`config.mk`:
```
export PLATFORM = sky130hd
export DESIGN_NAME = rpt_tail
export DESIGN_NICKNAME = d
export VERILOG_FILES = /design/src/rpt_pkg.sv /design/src/rpt_tail.sv
export SDC_FILE = /design/constraint.sdc
export NUM_CORES = 2
export LEC_CHECK = 0
export BUFFER_PORTS_ARGS = -buffer_cell sky130_fd_sc_hd__buf_4
export CORE_ASPECT_RATIO = 0.8
export CORE_MARGIN = 2
export CORE_UTILIZATION = 52
export CTS_BUF_LIST = sky130_fd_sc_hd__clkbuf_8
export DETAILED_ROUTE_END_ITERATION = 8
export PLACE_DENSITY = 0.78
export SYNTH_ARGS = -nofsm -noshare
export SYNTH_HDL_FRONTEND = slang
export SYNTH_HIERARCHICAL = 1
export SYNTH_SLANG_ARGS = --single-unit
```
`constraint.sdc`:
```
create_clock -name i_clk -period 2.1 [get_ports i_clk]
set_input_delay 0.105 -clock i_clk [delete_from_list [all_inputs] [get_ports i_clk]]
set_output_delay 0.105 -clock i_clk [all_outputs]
set_load 0.05 [all_outputs]
```
`src/rpt_pkg.sv`:
```
/*
 * Package and control-field decoder for the registration packet tail.
 * Assumes one MAC clock; the package is compiled before every other file.
 */
`timescale 1ns/1ps

package rpt_pkg;

    // ==================================================================
    // Message variants of the registration control packet
    typedef enum logic [2:0] {
        RPT_MSG_REQ,
        RPT_MSG_RSP,
        RPT_MSG_ACK,
        RPT_MSG_REJ,
        RPT_MSG_UNR_S,
        RPT_MSG_UNR_B
    } rpt_msg_e;

    // ==================================================================
    // Field widths and byte counts
    localparam int RPT_HWID_W = 48;
    localparam int RPT_NONCE_W = 32;
    localparam int RPT_KEY_W = 192;
    localparam int RPT_LNID_W = 14;
    localparam int RPT_SID_W = 8;
    localparam logic [5:0] RPT_HWID_BYTES = 6'h06;
    localparam logic [5:0] RPT_CTRL_IDX = 6'h06;
    localparam logic [5:0] RPT_NONCE_BYTES = 6'h04;
    localparam logic [5:0] RPT_KEY_BYTES = 6'h18;
    localparam logic [5:0] RPT_BASE_LEN = 6'h07;

    // Control byte: forced_modulation[7:6], seg_size_limit[5:3], reserved[2:0]
    localparam int RPT_FM_POS = 6;
    localparam int RPT_SEG_POS = 3;
    localparam logic [2:0] RPT_RSVD_VAL = 3'h0;

    // Local identifier meaning "none assigned"
    localparam logic [13:0] RPT_LNID_NONE = 14'h3fff;

    // Forced modulation codes
    localparam logic [1:0] RPT_FM_AUTO = 2'h0;
    localparam logic [1:0] RPT_FM_DBPSK_CODED = 2'h1;
    localparam logic [1:0] RPT_FM_DQPSK_ROBUST = 2'h2;
    localparam logic [1:0] RPT_FM_DBPSK_ROBUST = 2'h3;

    // Segment size limits in bytes for codes 1 to 7
    localparam logic [7:0] RPT_SEG_1 = 8'h10;
    localparam logic [7:0] RPT_SEG_2 = 8'h20;
    localparam logic [7:0] RPT_SEG_3 = 8'h30;
    localparam logic [7:0] RPT_SEG_4 = 8'h40;
    localparam logic [7:0] RPT_SEG_5 = 8'h80;
    localparam logic [7:0] RPT_SEG_6 = 8'hc0;
    localparam logic [7:0] RPT_SEG_7 = 8'hff;

    // Reset values of the applied configuration
    localparam logic [1:0] RPT_FM_RST = 2'h0;
    localparam logic [2:0] RPT_SEG_RST = 3'h0;

    // ==================================================================
    // Nonce counter present in request, response and reject when secured
    function automatic logic has_nonce(input rpt_msg_e msg, input logic secure);
        has_nonce = secure && (msg == RPT_MSG_REQ || msg == RPT_MSG_RSP || msg == RPT_MSG_REJ);
    endfunction

    // Wrapped keys present only in a secured response
    function automatic logic has_keys(input rpt_msg_e msg, input logic secure);
        has_keys = secure && (msg == RPT_MSG_RSP);
    endfunction

    // Tail length in bytes for one message variant
    function automatic logic [5:0] tail_len(input rpt_msg_e msg, input logic secure);
        logic [5:0] len;
        len = RPT_BASE_LEN;
        if (has_nonce(msg, secure))
            len = len + RPT_NONCE_BYTES;
        if (has_keys(msg, secure))
            len = len + RPT_KEY_BYTES + RPT_KEY_BYTES;
        tail_len = len;
    endfunction

endpackage

// ======================================================================
// Decoder of the applied modulation and segment-size codes
module rpt_ctrl_decode (
    input wire logic [1:0] i_fm_code,
    input wire logic [2:0] i_seg_code,
    output logic o_mod_auto,
    output logic o_sel_dbpsk_coded,
    output logic o_sel_dqpsk_robust,
    output logic o_sel_dbpsk_robust,
    output logic o_seg_limit_en,
    output logic [7:0] o_seg_limit_bytes
);

    // Modulation code to one-hot scheme select
    assign o_mod_auto = (i_fm_code == rpt_pkg::RPT_FM_AUTO);
    assign o_sel_dbpsk_coded = (i_fm_code == rpt_pkg::RPT_FM_DBPSK_CODED);
    assign o_sel_dqpsk_robust = (i_fm_code == rpt_pkg::RPT_FM_DQPSK_ROBUST);
    assign o_sel_dbpsk_robust = (i_fm_code == rpt_pkg::RPT_FM_DBPSK_ROBUST);

    // Segment code to byte limit; code 0 means no limit
    always_comb
    begin
        o_seg_limit_en = (i_seg_code != 3'h0);
        unique case (i_seg_code)
            3'h1: o_seg_limit_bytes = rpt_pkg::RPT_SEG_1;
            3'h2: o_seg_limit_bytes = rpt_pkg::RPT_SEG_2;
            3'h3: o_seg_limit_bytes = rpt_pkg::RPT_SEG_3;
            3'h4: o_seg_limit_bytes = rpt_pkg::RPT_SEG_4;
            3'h5: o_seg_limit_bytes = rpt_pkg::RPT_SEG_5;
            3'h6: o_seg_limit_bytes = rpt_pkg::RPT_SEG_6;
            3'h7: o_seg_limit_bytes = rpt_pkg::RPT_SEG_7;
            3'h0: o_seg_limit_bytes = 8'h00;
        endcase
    end

endmodule

```
`src/rpt_tail.sv`:
```
/*
 * Registration packet tail framer and parser for a service node MAC.
 * Builds the uplink tail as a byte stream and parses the downlink tail,
 * applying the modulation and segment-size settings of a response.
 * Assumes byte streams and header fields come from logic on the same clock.
 */
// Contract
// Tail carries the 48-bit hardware identifier of the registering node.
// Modulation code: 0 automatic, 1 dbpsk_coded, 2 dqpsk_robust, 3 dbpsk_robust.
// Nonzero received modulation forces that scheme only, no automatic management.
// Modulation and segment fields used only in responses, zero elsewhere.
// Segment codes 1 to 7 mean 16,32,48,64,128,192,255 bytes.
// Segment code 0 means no limit; otherwise never exceed decoded size.
// Three reserved bits after segment field are sent as zero.
// 32-bit nonce counter field for registration authentication.
// 192-bit wrapped subnetwork key field, source of the working key.
// 192-bit wrapped authentication key field.
// Header switch identifier names the switch used for registration.
// Header local identifier carries the identifier being assigned.
// Uplink request aggregation flag reports only own capability.
// Base sets downlink aggregation flag only if whole path supports it.
// Wrapped keys present only in secured responses, else omitted.
// Nonce present only in secured request, response, reject.
// Response goes downlink with identifier below 0x3fff and assigns it.
// Fields go MSB first: identifier, modulation, segment, reserved, nonce, keys.
`timescale 1ns/1ps

module rpt_tail (
    input wire logic i_clk,
    input wire logic i_rst_n,
    // Transmit command
    input wire logic i_tx_start,
    input wire rpt_pkg::rpt_msg_e i_tx_msg,
    input wire logic i_tx_secure,
    input wire logic [47:0] i_node_hw_identifier,
    input wire logic [31:0] i_tx_nonce,
    input wire logic i_aggr_capable,
    output logic o_tx_busy,
    // Transmit byte stream and header fields
    output logic o_tx_valid,
    output logic [7:0] o_tx_data,
    output logic o_tx_last,
    input wire logic i_tx_ready,
    output logic o_tx_aggregation_capable_flag,
    output logic [13:0] o_tx_local_node_id,
    // Receive header fields, taken with i_rx_start
    input wire logic i_rx_start,
    input wire rpt_pkg::rpt_msg_e i_rx_msg,
    input wire logic i_rx_secure,
    input wire logic [7:0] i_rx_switch_identifier,
    input wire logic [13:0] i_rx_local_node_id,
    input wire logic i_rx_aggregation_capable_flag,
    // Receive byte stream
    input wire logic i_rx_valid,
    input wire logic [7:0] i_rx_data,
    // Parsed results
    output logic o_rx_done,
    output logic o_rx_field_err,
    output logic [47:0] o_rx_hw_identifier,
    output logic [31:0] o_reg_nonce_counter,
    output logic [191:0] o_wrapped_subnet_key,
    output logic [191:0] o_wrapped_auth_key,
    output logic o_keys_valid,
    output logic [13:0] o_assigned_local_node_id,
    output logic [7:0] o_switch_identifier,
    output logic o_registered,
    output logic o_aggr_enabled,
    // Applied link settings
    output logic o_mod_auto,
    output logic o_sel_dbpsk_coded,
    output logic o_sel_dqpsk_robust,
    output logic o_sel_dbpsk_robust,
    output logic o_seg_limit_en,
    output logic [7:0] o_seg_limit_bytes
);

    typedef enum logic {RPT_IDLE, RPT_RUN} rpt_state_e;

    // ==================================================================
    // Transmit side
    localparam int TX_SR_W = 88;

    rpt_state_e tx_state_q;
    logic [5:0] tx_idx_q;
    logic [5:0] tx_len_q;
    logic [TX_SR_W-1:0] tx_sr_q;
    logic tx_aggr_q;
    logic [13:0] tx_lnid_q;
    logic tx_take;
    logic tx_step;
    logic [7:0] tx_ctrl;

    assign tx_take = (tx_state_q == RPT_IDLE) && i_tx_start;
    assign tx_step = (tx_state_q == RPT_RUN) && i_tx_ready;
    // Uplink control byte: no modulation, no segment limit, reserved zero
    assign tx_ctrl = {rpt_pkg::RPT_FM_AUTO, 3'h0, rpt_pkg::RPT_RSVD_VAL};

    // Transmit sequencer
    always_ff @(posedge i_clk)
    begin
        if (!i_rst_n)
        begin
            tx_state_q <= RPT_IDLE;
            tx_idx_q <= 6'h00;
            tx_len_q <= rpt_pkg::RPT_BASE_LEN;
        end
        else if (tx_take)
        begin
            tx_state_q <= RPT_RUN;
            tx_idx_q <= 6'h00;
            tx_len_q <= rpt_pkg::tail_len(i_tx_msg, i_tx_secure);
        end
        else if (tx_step)
        begin
            tx_idx_q <= tx_idx_q + 6'h01;
            if (o_tx_last)
                tx_state_q <= RPT_IDLE;
        end
    end

    // Tail shift register, most significant byte leaves first
    always_ff @(posedge i_clk)
    begin
        if (!i_rst_n)
            tx_sr_q <= '0;
        else if (tx_take)
            tx_sr_q <= {i_node_hw_identifier, tx_ctrl, i_tx_nonce};
        else if (tx_step)
            tx_sr_q <= {tx_sr_q[TX_SR_W-9:0], 8'h00};
    end

    // Header fields sent with the tail
    always_ff @(posedge i_clk)
    begin
        if (!i_rst_n)
        begin
            tx_aggr_q <= 1'b0;
            tx_lnid_q <= rpt_pkg::RPT_LNID_NONE;
        end
        else if (tx_take)
        begin
            tx_aggr_q <= i_aggr_capable;
            if (i_tx_msg == rpt_pkg::RPT_MSG_REQ)
                tx_lnid_q <= rpt_pkg::RPT_LNID_NONE;
            else
                tx_lnid_q <= o_assigned_local_node_id;
        end
    end

    assign o_tx_busy = (tx_state_q == RPT_RUN);
    assign o_tx_valid = (tx_state_q == RPT_RUN);
    assign o_tx_data = tx_sr_q[TX_SR_W-1:TX_SR_W-8];
    assign o_tx_last = (tx_state_q == RPT_RUN) && (tx_idx_q == tx_len_q - 6'h01);
    assign o_tx_aggregation_capable_flag = tx_aggr_q;
    assign o_tx_local_node_id = tx_lnid_q;

    // ==================================================================
    // Receive side
    rpt_state_e rx_state_q;
    logic [5:0] rx_idx_q;
    logic [5:0] rx_len_q;
    rpt_pkg::rpt_msg_e rx_msg_q;
    logic rx_secure_q;
    logic [7:0] rx_sid_q;
    logic [13:0] rx_lnid_q;
    logic rx_aggr_q;
    logic [47:0] rx_id_q;
    logic [7:0] rx_ctrl_q;
    logic [31:0] rx_nonce_q;
    logic [191:0] rx_swk_q;
    logic [191:0] rx_wk_q;
    logic rx_byte;
    logic rx_end;
    logic [5:0] rx_swk_lo;
    logic [5:0] rx_wk_lo;
    logic [7:0] rx_ctrl_w;
    logic [31:0] rx_nonce_w;
    logic [191:0] rx_wk_w;
    logic rx_is_rsp;
    logic rx_err;

    assign rx_byte = (rx_state_q == RPT_RUN) && i_rx_valid;
    assign rx_end = rx_byte && (rx_idx_q == rx_len_q - 6'h01);
    assign rx_swk_lo = rpt_pkg::RPT_BASE_LEN + rpt_pkg::RPT_NONCE_BYTES;
    assign rx_wk_lo = rx_swk_lo + rpt_pkg::RPT_KEY_BYTES;

    // Receive sequencer; header fields latched at packet start
    always_ff @(posedge i_clk)
    begin
        if (!i_rst_n)
        begin
            rx_state_q <= RPT_IDLE;
            rx_idx_q <= 6'h00;
            rx_len_q <= rpt_pkg::RPT_BASE_LEN;
            rx_msg_q <= rpt_pkg::RPT_MSG_REQ;
            rx_secure_q <= 1'b0;
            rx_sid_q <= 8'h00;
            rx_lnid_q <= rpt_pkg::RPT_LNID_NONE;
            rx_aggr_q <= 1'b0;
        end
        else if (i_rx_start)
        begin
            rx_state_q <= RPT_RUN;
            rx_idx_q <= 6'h00;
            rx_len_q <= rpt_pkg::tail_len(i_rx_msg, i_rx_secure);
            rx_msg_q <= i_rx_msg;
            rx_secure_q <= i_rx_secure;
            rx_sid_q <= i_rx_switch_identifier;
            rx_lnid_q <= i_rx_local_node_id;
            rx_aggr_q <= i_rx_aggregation_capable_flag;
        end
        else if (rx_byte)
        begin
            rx_idx_q <= rx_idx_q + 6'h01;
            if (rx_end)
                rx_state_q <= RPT_IDLE;
        end
    end

    // Field capture by byte position, most significant byte first
    always_ff @(posedge i_clk)
    begin
        if (!i_rst_n)
        begin
            rx_id_q <= '0;
            rx_ctrl_q <= 8'h00;
            rx_nonce_q <= '0;
            rx_swk_q <= '0;
            rx_wk_q <= '0;
        end
        else if (rx_byte)
        begin
            if (rx_idx_q < rpt_pkg::RPT_HWID_BYTES)
                rx_id_q <= {rx_id_q[39:0], i_rx_data};
            else if (rx_idx_q == rpt_pkg::RPT_CTRL_IDX)
                rx_ctrl_q <= i_rx_data;
            else if (rx_idx_q < rx_swk_lo)
                rx_nonce_q <= {rx_nonce_q[23:0], i_rx_data};
            else if (rx_idx_q < rx_wk_lo)
                rx_swk_q <= {rx_swk_q[183:0], i_rx_data};
            else
                rx_wk_q <= {rx_wk_q[183:0], i_rx_data};
        end
    end

    // Values including the byte taken on the final cycle
    assign rx_ctrl_w = (rx_idx_q == rpt_pkg::RPT_CTRL_IDX) ? i_rx_data : rx_ctrl_q;
    assign rx_nonce_w = {rx_nonce_q[23:0], i_rx_data};
    assign rx_wk_w = {rx_wk_q[183:0], i_rx_data};
    assign rx_is_rsp = (rx_msg_q == rpt_pkg::RPT_MSG_RSP);
    // Nonzero settings outside a response, or reserved bits set
    assign rx_err = (!rx_is_rsp && (rx_ctrl_w[7:3] != 5'h00))
        || (rx_ctrl_w[2:0] != rpt_pkg::RPT_RSVD_VAL);

    // Results committed when the last tail byte arrives
    always_ff @(posedge i_clk)
    begin
        if (!i_rst_n)
        begin
            o_rx_done <= 1'b0;
            o_rx_field_err <= 1'b0;
            o_rx_hw_identifier <= '0;
            o_reg_nonce_counter <= '0;
            o_wrapped_subnet_key <= '0;
            o_wrapped_auth_key <= '0;
            o_keys_valid <= 1'b0;
        end
        else
        begin
            o_rx_done <= rx_end;
            if (rx_end)
            begin
                o_rx_field_err <= rx_err;
                o_rx_hw_identifier <= (rx_len_q == rpt_pkg::RPT_BASE_LEN) ?
                    {rx_id_q[47:0]} : rx_id_q;
                if (rpt_pkg::has_nonce(rx_msg_q, rx_secure_q))
                    o_reg_nonce_counter <= (rx_len_q == rpt_pkg::RPT_BASE_LEN
                        + rpt_pkg::RPT_NONCE_BYTES) ? rx_nonce_w : rx_nonce_q;
                if (rpt_pkg::has_keys(rx_msg_q, rx_secure_q))
                begin
                    o_wrapped_subnet_key <= rx_swk_q;
                    o_wrapped_auth_key <= rx_wk_w;
                    o_keys_valid <= 1'b1;
                end
            end
        end
    end

    // Registration state from an accepted response
    always_ff @(posedge i_clk)
    begin
        if (!i_rst_n)
        begin
            o_assigned_local_node_id <= rpt_pkg::RPT_LNID_NONE;
            o_switch_identifier <= 8'h00;
            o_registered <= 1'b0;
            o_aggr_enabled <= 1'b0;
        end
        else if (rx_end && rx_is_rsp && (rx_lnid_q < rpt_pkg::RPT_LNID_NONE))
        begin
            o_assigned_local_node_id <= rx_lnid_q;
            o_switch_identifier <= rx_sid_q;
            o_registered <= 1'b1;
            o_aggr_enabled <= rx_aggr_q;
        end
    end

    // ==================================================================
    // Applied modulation and segment settings
    logic [1:0] fm_q;
    logic [2:0] seg_q;

    // Only a response may change the settings
    always_ff @(posedge i_clk)
    begin
        if (!i_rst_n)
        begin
            fm_q <= rpt_pkg::RPT_FM_RST;
            seg_q <= rpt_pkg::RPT_SEG_RST;
        end
        else if (rx_end && rx_is_rsp && !rx_err)
        begin
            fm_q <= rx_ctrl_w[rpt_pkg::RPT_FM_POS +: 2];
            seg_q <= rx_ctrl_w[rpt_pkg::RPT_SEG_POS +: 3];
        end
    end

    // Scheme select and segment limit for the transmit path
    rpt_ctrl_decode u_decode (
        .i_fm_code(fm_q),
        .i_seg_code(seg_q),
        .o_mod_auto(o_mod_auto),
        .o_sel_dbpsk_coded(o_sel_dbpsk_coded),
        .o_sel_dqpsk_robust(o_sel_dqpsk_robust),
        .o_sel_dbpsk_robust(o_sel_dbpsk_robust),
        .o_seg_limit_en(o_seg_limit_en),
        .o_seg_limit_bytes(o_seg_limit_bytes)
    );

endmodule

```
==> Yosys cells after proc, flatten, opt, wreduce, memory -nomap -nowiden <==
Memories as Yosys holds them, arrays and structs flattened. A register that Yosys moved wholly into a read port is not among the register bits.
Index checks and enable logic that the tools add are counted.
{ "classes": {"n_lt_le_gt_ge": 4, "n_bitwise": 6, "muxes": 21, "add_sub_neg": 8, "n_reduce_logical": 46, "n_eq_ne": 13} }
{ "op_table": {"columns": ["op", "count"], "rows": [
  ["two-way mux 88 bit", 2],
  ["two-way mux 6 bit", 6],
  ["two-way mux 32 bit", 1],
  ["adder 6 x 5 -> 6 bit, second input constant", 4],
  ["logical AND 1 bit", 15],
  ["< comparator 14 bit, second input constant", 1],
  ["two-way mux 14 bit", 1],
  ["adder 6 x 1 -> 6 bit, second input constant", 2],
  ["== test 6 bit", 2],
  ["AND reduction 2 bit", 6],
  ["subtractor 6 x 1 -> 6 bit, second input constant", 2],
  ["AND reduction 5 bit", 2],
  ["== test 3 x 1 -> 1 bit, second input constant", 3],
  ["== test 3 x 2 -> 1 bit, second input constant", 3],
  ["zero test 3 bit", 3],
  ["two-way mux 4 bit", 2],
  ["two-way mux 8 bit", 1],
  ["nonzero test 2 bit", 4],
  ["logical OR 1 bit", 7],
  ["== test 6 x 3 -> 1 bit, second input constant", 1],
  ["== test 6 x 4 -> 1 bit, second input constant", 1],
  ["< comparator 6 x 3 -> 1 bit, second input constant", 1],
  ["< comparator 6 x 4 -> 1 bit, second input constant", 1],
  ["< comparator 6 bit, second input constant", 1],
  ["11 further kinds", 26]
]} }
{ "word_totals": {"output_inout_bits": 530, "reg_bits": 1116, "mem_count": 1, "wordCells": 132, "mem_bits_ro": 64, "input_bits": 126} }
{ "memory_table": {"columns": ["memory", "depth", "width", "read_ports", "rd_clocked_by_memory_dff", "wr", "line_no", "text"], "rows": [
  ["(name not given)", 8, 8, 1, 1, 0, "rpt_pkg.sv:107", "unique case (i_seg_code)"]
]} }

==> Depth between registers and ports, before layout <==
{ "logic_depth": {"ltp_word": 10, "depth_mapped": 9} }

==> Modules after synthesis <==
The synthesis kept the hierarchy.
{ "by_module_without_submodules": {"columns": ["mod", "cells_per_inst", "area_each_um2", "seq_area_each_um2", "instances"], "rows": [
  ["rpt_tail", 4812, 39017.4, 22221.3, 1],
  ["rpt_ctrl_decode", 15, 91.3, 0.0, 1]
]} }

==> Least setup slack after synthesis <==
No wires, ideal clock.
{ "synth_timing": {"kind": "reg2reg", "from": "reg rx_idx_q[0]", "to": "reg rx_swk_q[151]", "t_required_ns": 1.968, "setup_slack_ns": 0.124, "path_stages_with_launch": 8, "path_buffers": 2, "t_arrival_ns": 1.844, "cell_sequence": "dfxtp_1 > ha_1 > or4_4 > a221o_1 > buf_2 > clkbuf_1 > nand2_1 > a21oi_1"} }
{ "synth_between": {"elab_chain_len": 3} }
{ "synth_lines": {"columns": ["element", "line_no", "text"], "rows": [
  ["from (decl)", "rpt_tail.sv:160", "logic [5:0] rx_idx_q;"],
  ["from (signal assigned)", "rpt_tail.sv:214", "rx_idx_q <= rx_idx_q + 6'h01;"],
  ["< comparator 6 x 4 -> 1 bit, or another cell as far along", "rpt_tail.sv:237", "else if (rx_idx_q < rx_swk_lo)"],
  ["NOT 1 bit (no line)", null, null],
  ["AND reduction 5 bit (no line) *", null, null],
  ["to (signal assigned)", "rpt_tail.sv:240", "rx_swk_q <= {rx_swk_q[183:0], i_rx_data};"],
  ["to (decl)", "rpt_tail.sv:170", "logic [191:0] rx_swk_q;"]
]} }
Every way passes the cells marked *; elsewhere a longest branch is shown, timed or not.
A chain may end at the register's enable or synchronous reset.

==> Worst setup path after layout <==
{ "layout_timing": {"from": "reg tx_state_q (netlist: o_tx_busy)", "to": "reg tx_aggr_q (netlist: o_tx_aggregation_capable_flag)"} }
{ "layout_between": {"elab_chain_len": 2} }
{ "layout_lines": {"columns": ["element", "line_no", "text"], "rows": [
  ["from (decl)", "rpt_tail.sv:83", "rpt_state_e tx_state_q;"],
  ["from (signal assigned)", "rpt_tail.sv:103", "tx_state_q <= RPT_IDLE;"],
  ["from (signal assigned)", "rpt_tail.sv:109", "tx_state_q <= RPT_RUN;"],
  ["from (signal assigned)", "rpt_tail.sv:117", "tx_state_q <= RPT_IDLE;"],
  ["NOT 1 bit", "rpt_tail.sv:93", "assign tx_take = (tx_state_q == RPT_IDLE) && i_tx_start;"],
  ["logical AND 1 bit", "rpt_tail.sv:93", null],
  ["to (signal assigned)", "rpt_tail.sv:142", "tx_aggr_q <= i_aggr_capable;"],
  ["to (decl)", "rpt_tail.sv:87", "logic tx_aggr_q;"]
]} }
Every way passes these cells.

==> out/qor.txt <==
=====================================================================================
Post-route DRC violation count                                                      0
Most frequent standard cell in the layout excluding fill and tap cells        nand2_1
Power density normalized to cell area                                      773 mW/mm²
Worst supply voltage drop on vdd                                           0.000671 V
Cell taking the most area after synthesis                                     dfxtp_1
Final Non-Filler Cells                                                           6796
Failing checks                                                           setup timing
Status                                                                   complete, but fails checks
Flip-flop and latch area                                                   0.0222 mm²
Relative contribution of the clock network to total power                       0.422
Final cell area excluding filler cells                                     0.0517 mm²
Post-synth top area share                                                       0.568
Cell Rows                                                                          89
Area taken by multi-input logic gates                                      0.0153 mm²
Number of flops mapped to enable cells by yosys                                     0
Antenna violations before repair                                                    9
CP endpoint kind                                                            flip-flop
Met3 wire length                                                              9.89 mm
Met2 wirelength from detailed routing                                         58.7 mm
Via count normalized by instance count                                           5.45
Pre-Repair DR Iteration Count                                                       7
Number of instances in the synthesized netlist                                   4827
Gpl congestion                                                                  0.853
Most frequent cells in the layout                                        1919 x nand2_1, 1101 x dfxtp_1, 984 x a21oi_1, 730 x buf_4, 243 x dlygate4sd3_1
Detailed Place HPWL                                                           76.3 mm
CTS HTree Levels                                                                    4
Switching pwr                                                                 9.41 mW
Async set-reset flop share out of synthesis                                         0
Clock tree from TritonCTS                                                         yes
Total clock buffers created by CTS                                                165
Syn nets                                                                         4957
Met1 wire length                                                              51.1 mm
Clock latency at the later pin of the worst-skew pair                         0.84 ns
Congestion Overflow GR                                                              0
Critical path start-end classification                                        reg2reg
Data required time at the worst endpoint                                      2.86 ns
Internal power contribution                                                   30.6 mW
Routed WL per cell                                                            18.4 µm
Worst Path Arrival                                                            2.87 ns
Count of nets left with antenna violations after detail routing                     0
Setup slack after layout                                                   -0.0113 ns
Crit-path max FO                                                                    8
Flip-flop and latch count after synthesis                                        1110
Count of placed standard cells including taps                                    6242
Global-route total usage across every layer                                     0.301
Number of warnings printed during yosys synthesis                                   6
P&R area growth vs syn                                                          32.2%
Final Max Tran Viols                                                                0
Filler instances                                                                 5637
Die boundary height                                                            249 µm
Share of final-layout standard cells stronger than drive strength 1             0.188
Synth top area cells                                                     dfxtp_1 57%, nand2_1 18%, a21oi_1 13%
Period Utilization, post-route                                                   1.01
Aggregate negative setup slack                                             -0.0113 ns
Number of global-route vias before repair                                       35000
Leak pwr                                                                      19.3 nW
Switch share                                                                    0.235
Post-place setup slack                                                     -0.0127 ns
DIE AREA                                                                   0.0774 mm²
Initial standard-cell utilization of the core                                   0.528
Fmax                                                                        0.474 GHz
Sequential Power Share                                                          0.533
Top metal layer carrying routed signals                                          met4
Longest Clk Path Bufs                                                               3
Count of input and output buffers                                                 655
Type of the worst min-delay path                                               in2reg
Predominant post-synthesis flop cell                                          dfxtp_1
CTS clock-pin slew for the worst setup and hold paths                         0.07 ns
Routed via count                                                                37000
Sort of element at the start of the critical path                           flip-flop
Final min period                                                              2.11 ns
Maximum number of pins on one net before global-route repair                      105
Total wire length after detailed routing                                       125 mm
Top-level port count                                                              656
Drt initial violations                                                           3380
Setup repair after global routing missed its margin                              true
Power share of the combinational group                                          0.045
Number of clock sinks                                                            1110
Worst slew margin relative to its limit                                         0.635
Final Net Count                                                                  5802
Cell variety after synth                                                           51
Area of the mapped netlist                                                 0.0391 mm²
Mean area per synthesized cell                                               8.10 µm²
Least-Margin Pin Slew                                                        0.547 ns
Worst clock skew                                                            0.0605 ns
Number of maximum-capacitance constraint violations                                 0
Floorplan die width                                                            311 µm
Core area                                                                  0.0741 mm²
Final Hold Vio Count                                                                0
Setup-violating endpoint count in the final report                                  1
Wire length of the first global-routing pass                                   189 mm
Library cell used as clock root buffer                                       clkbuf_8
Placed standard-cell area                                                  0.0456 mm²
Core occupancy in the finished layout                                           0.698
Seq/Total Area, Yosys                                                           0.568
=====================================================================================
## power by group through the flow
stage	registers [mW]	clock network [mW]	logic (mW)
after global placement	21.7	0	1.27
after detailed placement	21.8	0	1.28
after CTS	21.3	17.0	1.67
after floorplan	21.7	0	0.734
after global routing	21.3	18.0	1.91
final	21.3	16.9	1.80
## cell families after synthesis
family	Yosys count	share of synthesized area
adder cells (fa/ha/maj)	4	0.00128
flip-flops	1110	0.568
multiplexers	85	0.0218
AO/OA/AOI/OAI	1144	0.157
buffers and inverters	396	0.0457
AND/OR/NAND/NOR	2075	0.203
XOR/XNOR	13	0.00291
## sequential cells by signal, indices dropped and copies added, names as in the netlist, 3 cells and up
name,count
rx_nonce_q,32
rx_msg_q,3
seg_q,3
o_assigned_local_node_id,14
rx_lnid_q,14
o_wrapped_subnet_key,192
tx_idx_q,6
rx_swk_q,192
rx_len_q,3
rx_sid_q,8
rx_ctrl_q,8
rx_wk_q,184
rx_idx_q,6
rx_id_q,48
o_switch_identifier,8
o_rx_hw_identifier,48
o_reg_nonce_counter,32
o_tx_local_node_id,14
tx_sr_q,88
o_wrapped_auth_key,192
tx_len_q,3
## final timing paths
path                                  start  slack (ns)  cells past startpoint                                         end
setup / recovery     o_tx_busy$_SDFFE_PN0P_       -0.01                      5  o_tx_aggregation_capable_flag$_SDFFE_PN0P_
hold / removal     i_node_hw_identifier[42]        0.08                      4                    tx_sr_q[82]$_SDFFE_PN0P_
setup reg to reg     o_tx_busy$_SDFFE_PN0P_       -0.01                      5  o_tx_aggregation_capable_flag$_SDFFE_PN0P_
hold reg to reg   rx_swk_q[60]$_SDFFE_PN0P_        0.45                      2       o_wrapped_subnet_key[60]$_SDFFE_PN0P_
## per-layer routing
layer / vias up / GRT usage
met4: 0 / 0.152
met1: 17600 / 0.379
met3: 357 / 0.0710
li1: 17500 / -
met2: 1577 / 0.481
met5: - / 0
## Yosys cell counts, types with 2 or more instances
master	n
nand2_1	1921
dfxtp_1	1110
a21oi_1	984
clkbuf_1	231
buf_2	113
nor2_1	91
mux2i_1	84
a22oi_1	80
a211oi_1	34
buf_4	21
o21ai_0	15
nand3_1	14
o22a_1	14
buf_1	12
buf_6	11
nand4_1	8
inv_1	7
xnor2_1	7
nor3_1	6
xor2_1	6
a311oi_1	5
and3_1	5
or3_1	5
ha_1	4
nor2b_1	4
nor3_2	4
and2_1	3
nand2b_1	3
a21o_1	2
or2_2	2
## per-stage QoR
step / hold WS [ns] / total power [mW]
2_1_floorplan: 0.234 / 22.5
3_3_place_gp: 0.319 / 23.0
3_5_place_dp: 0.323 / 23.0
4_1_cts: 0.00396 / 39.9
5_1_grt: 0.0767 / 41.2
6_report: 0.0832 / 40.0
## critical path, cell delays in order (launching register included)
cell           delay (ns)
dfxtp_2              0.37
nor2b_4              0.27
nand2_1              0.13
dlygate4sd3_1        0.60
a21oi_1              0.12
dlygate4sd3_1        0.56
## timing repair
item                                    CTS  global route
endpoints found under the hold margin   287             0
gates cloned                              0            12
pin swaps                                 1             7
setup buffers                             0             8
endpoints found under the setup margin    1           522
gates resized for setup                   5            37
hold buffers                            244             0
## final cells by class
class                      instances  area share
sequential                      1110       0.430
multi-input combinational       3322       0.295
timing repair buffer            1065       0.189
clock buffer                     198      0.0527
tap                             1001      0.0242
clock inverter                    83     0.00774
inverter                           8    0.000726
antenna                            9    0.000436
No activity file was read; power rests on OpenSTA's default activity.
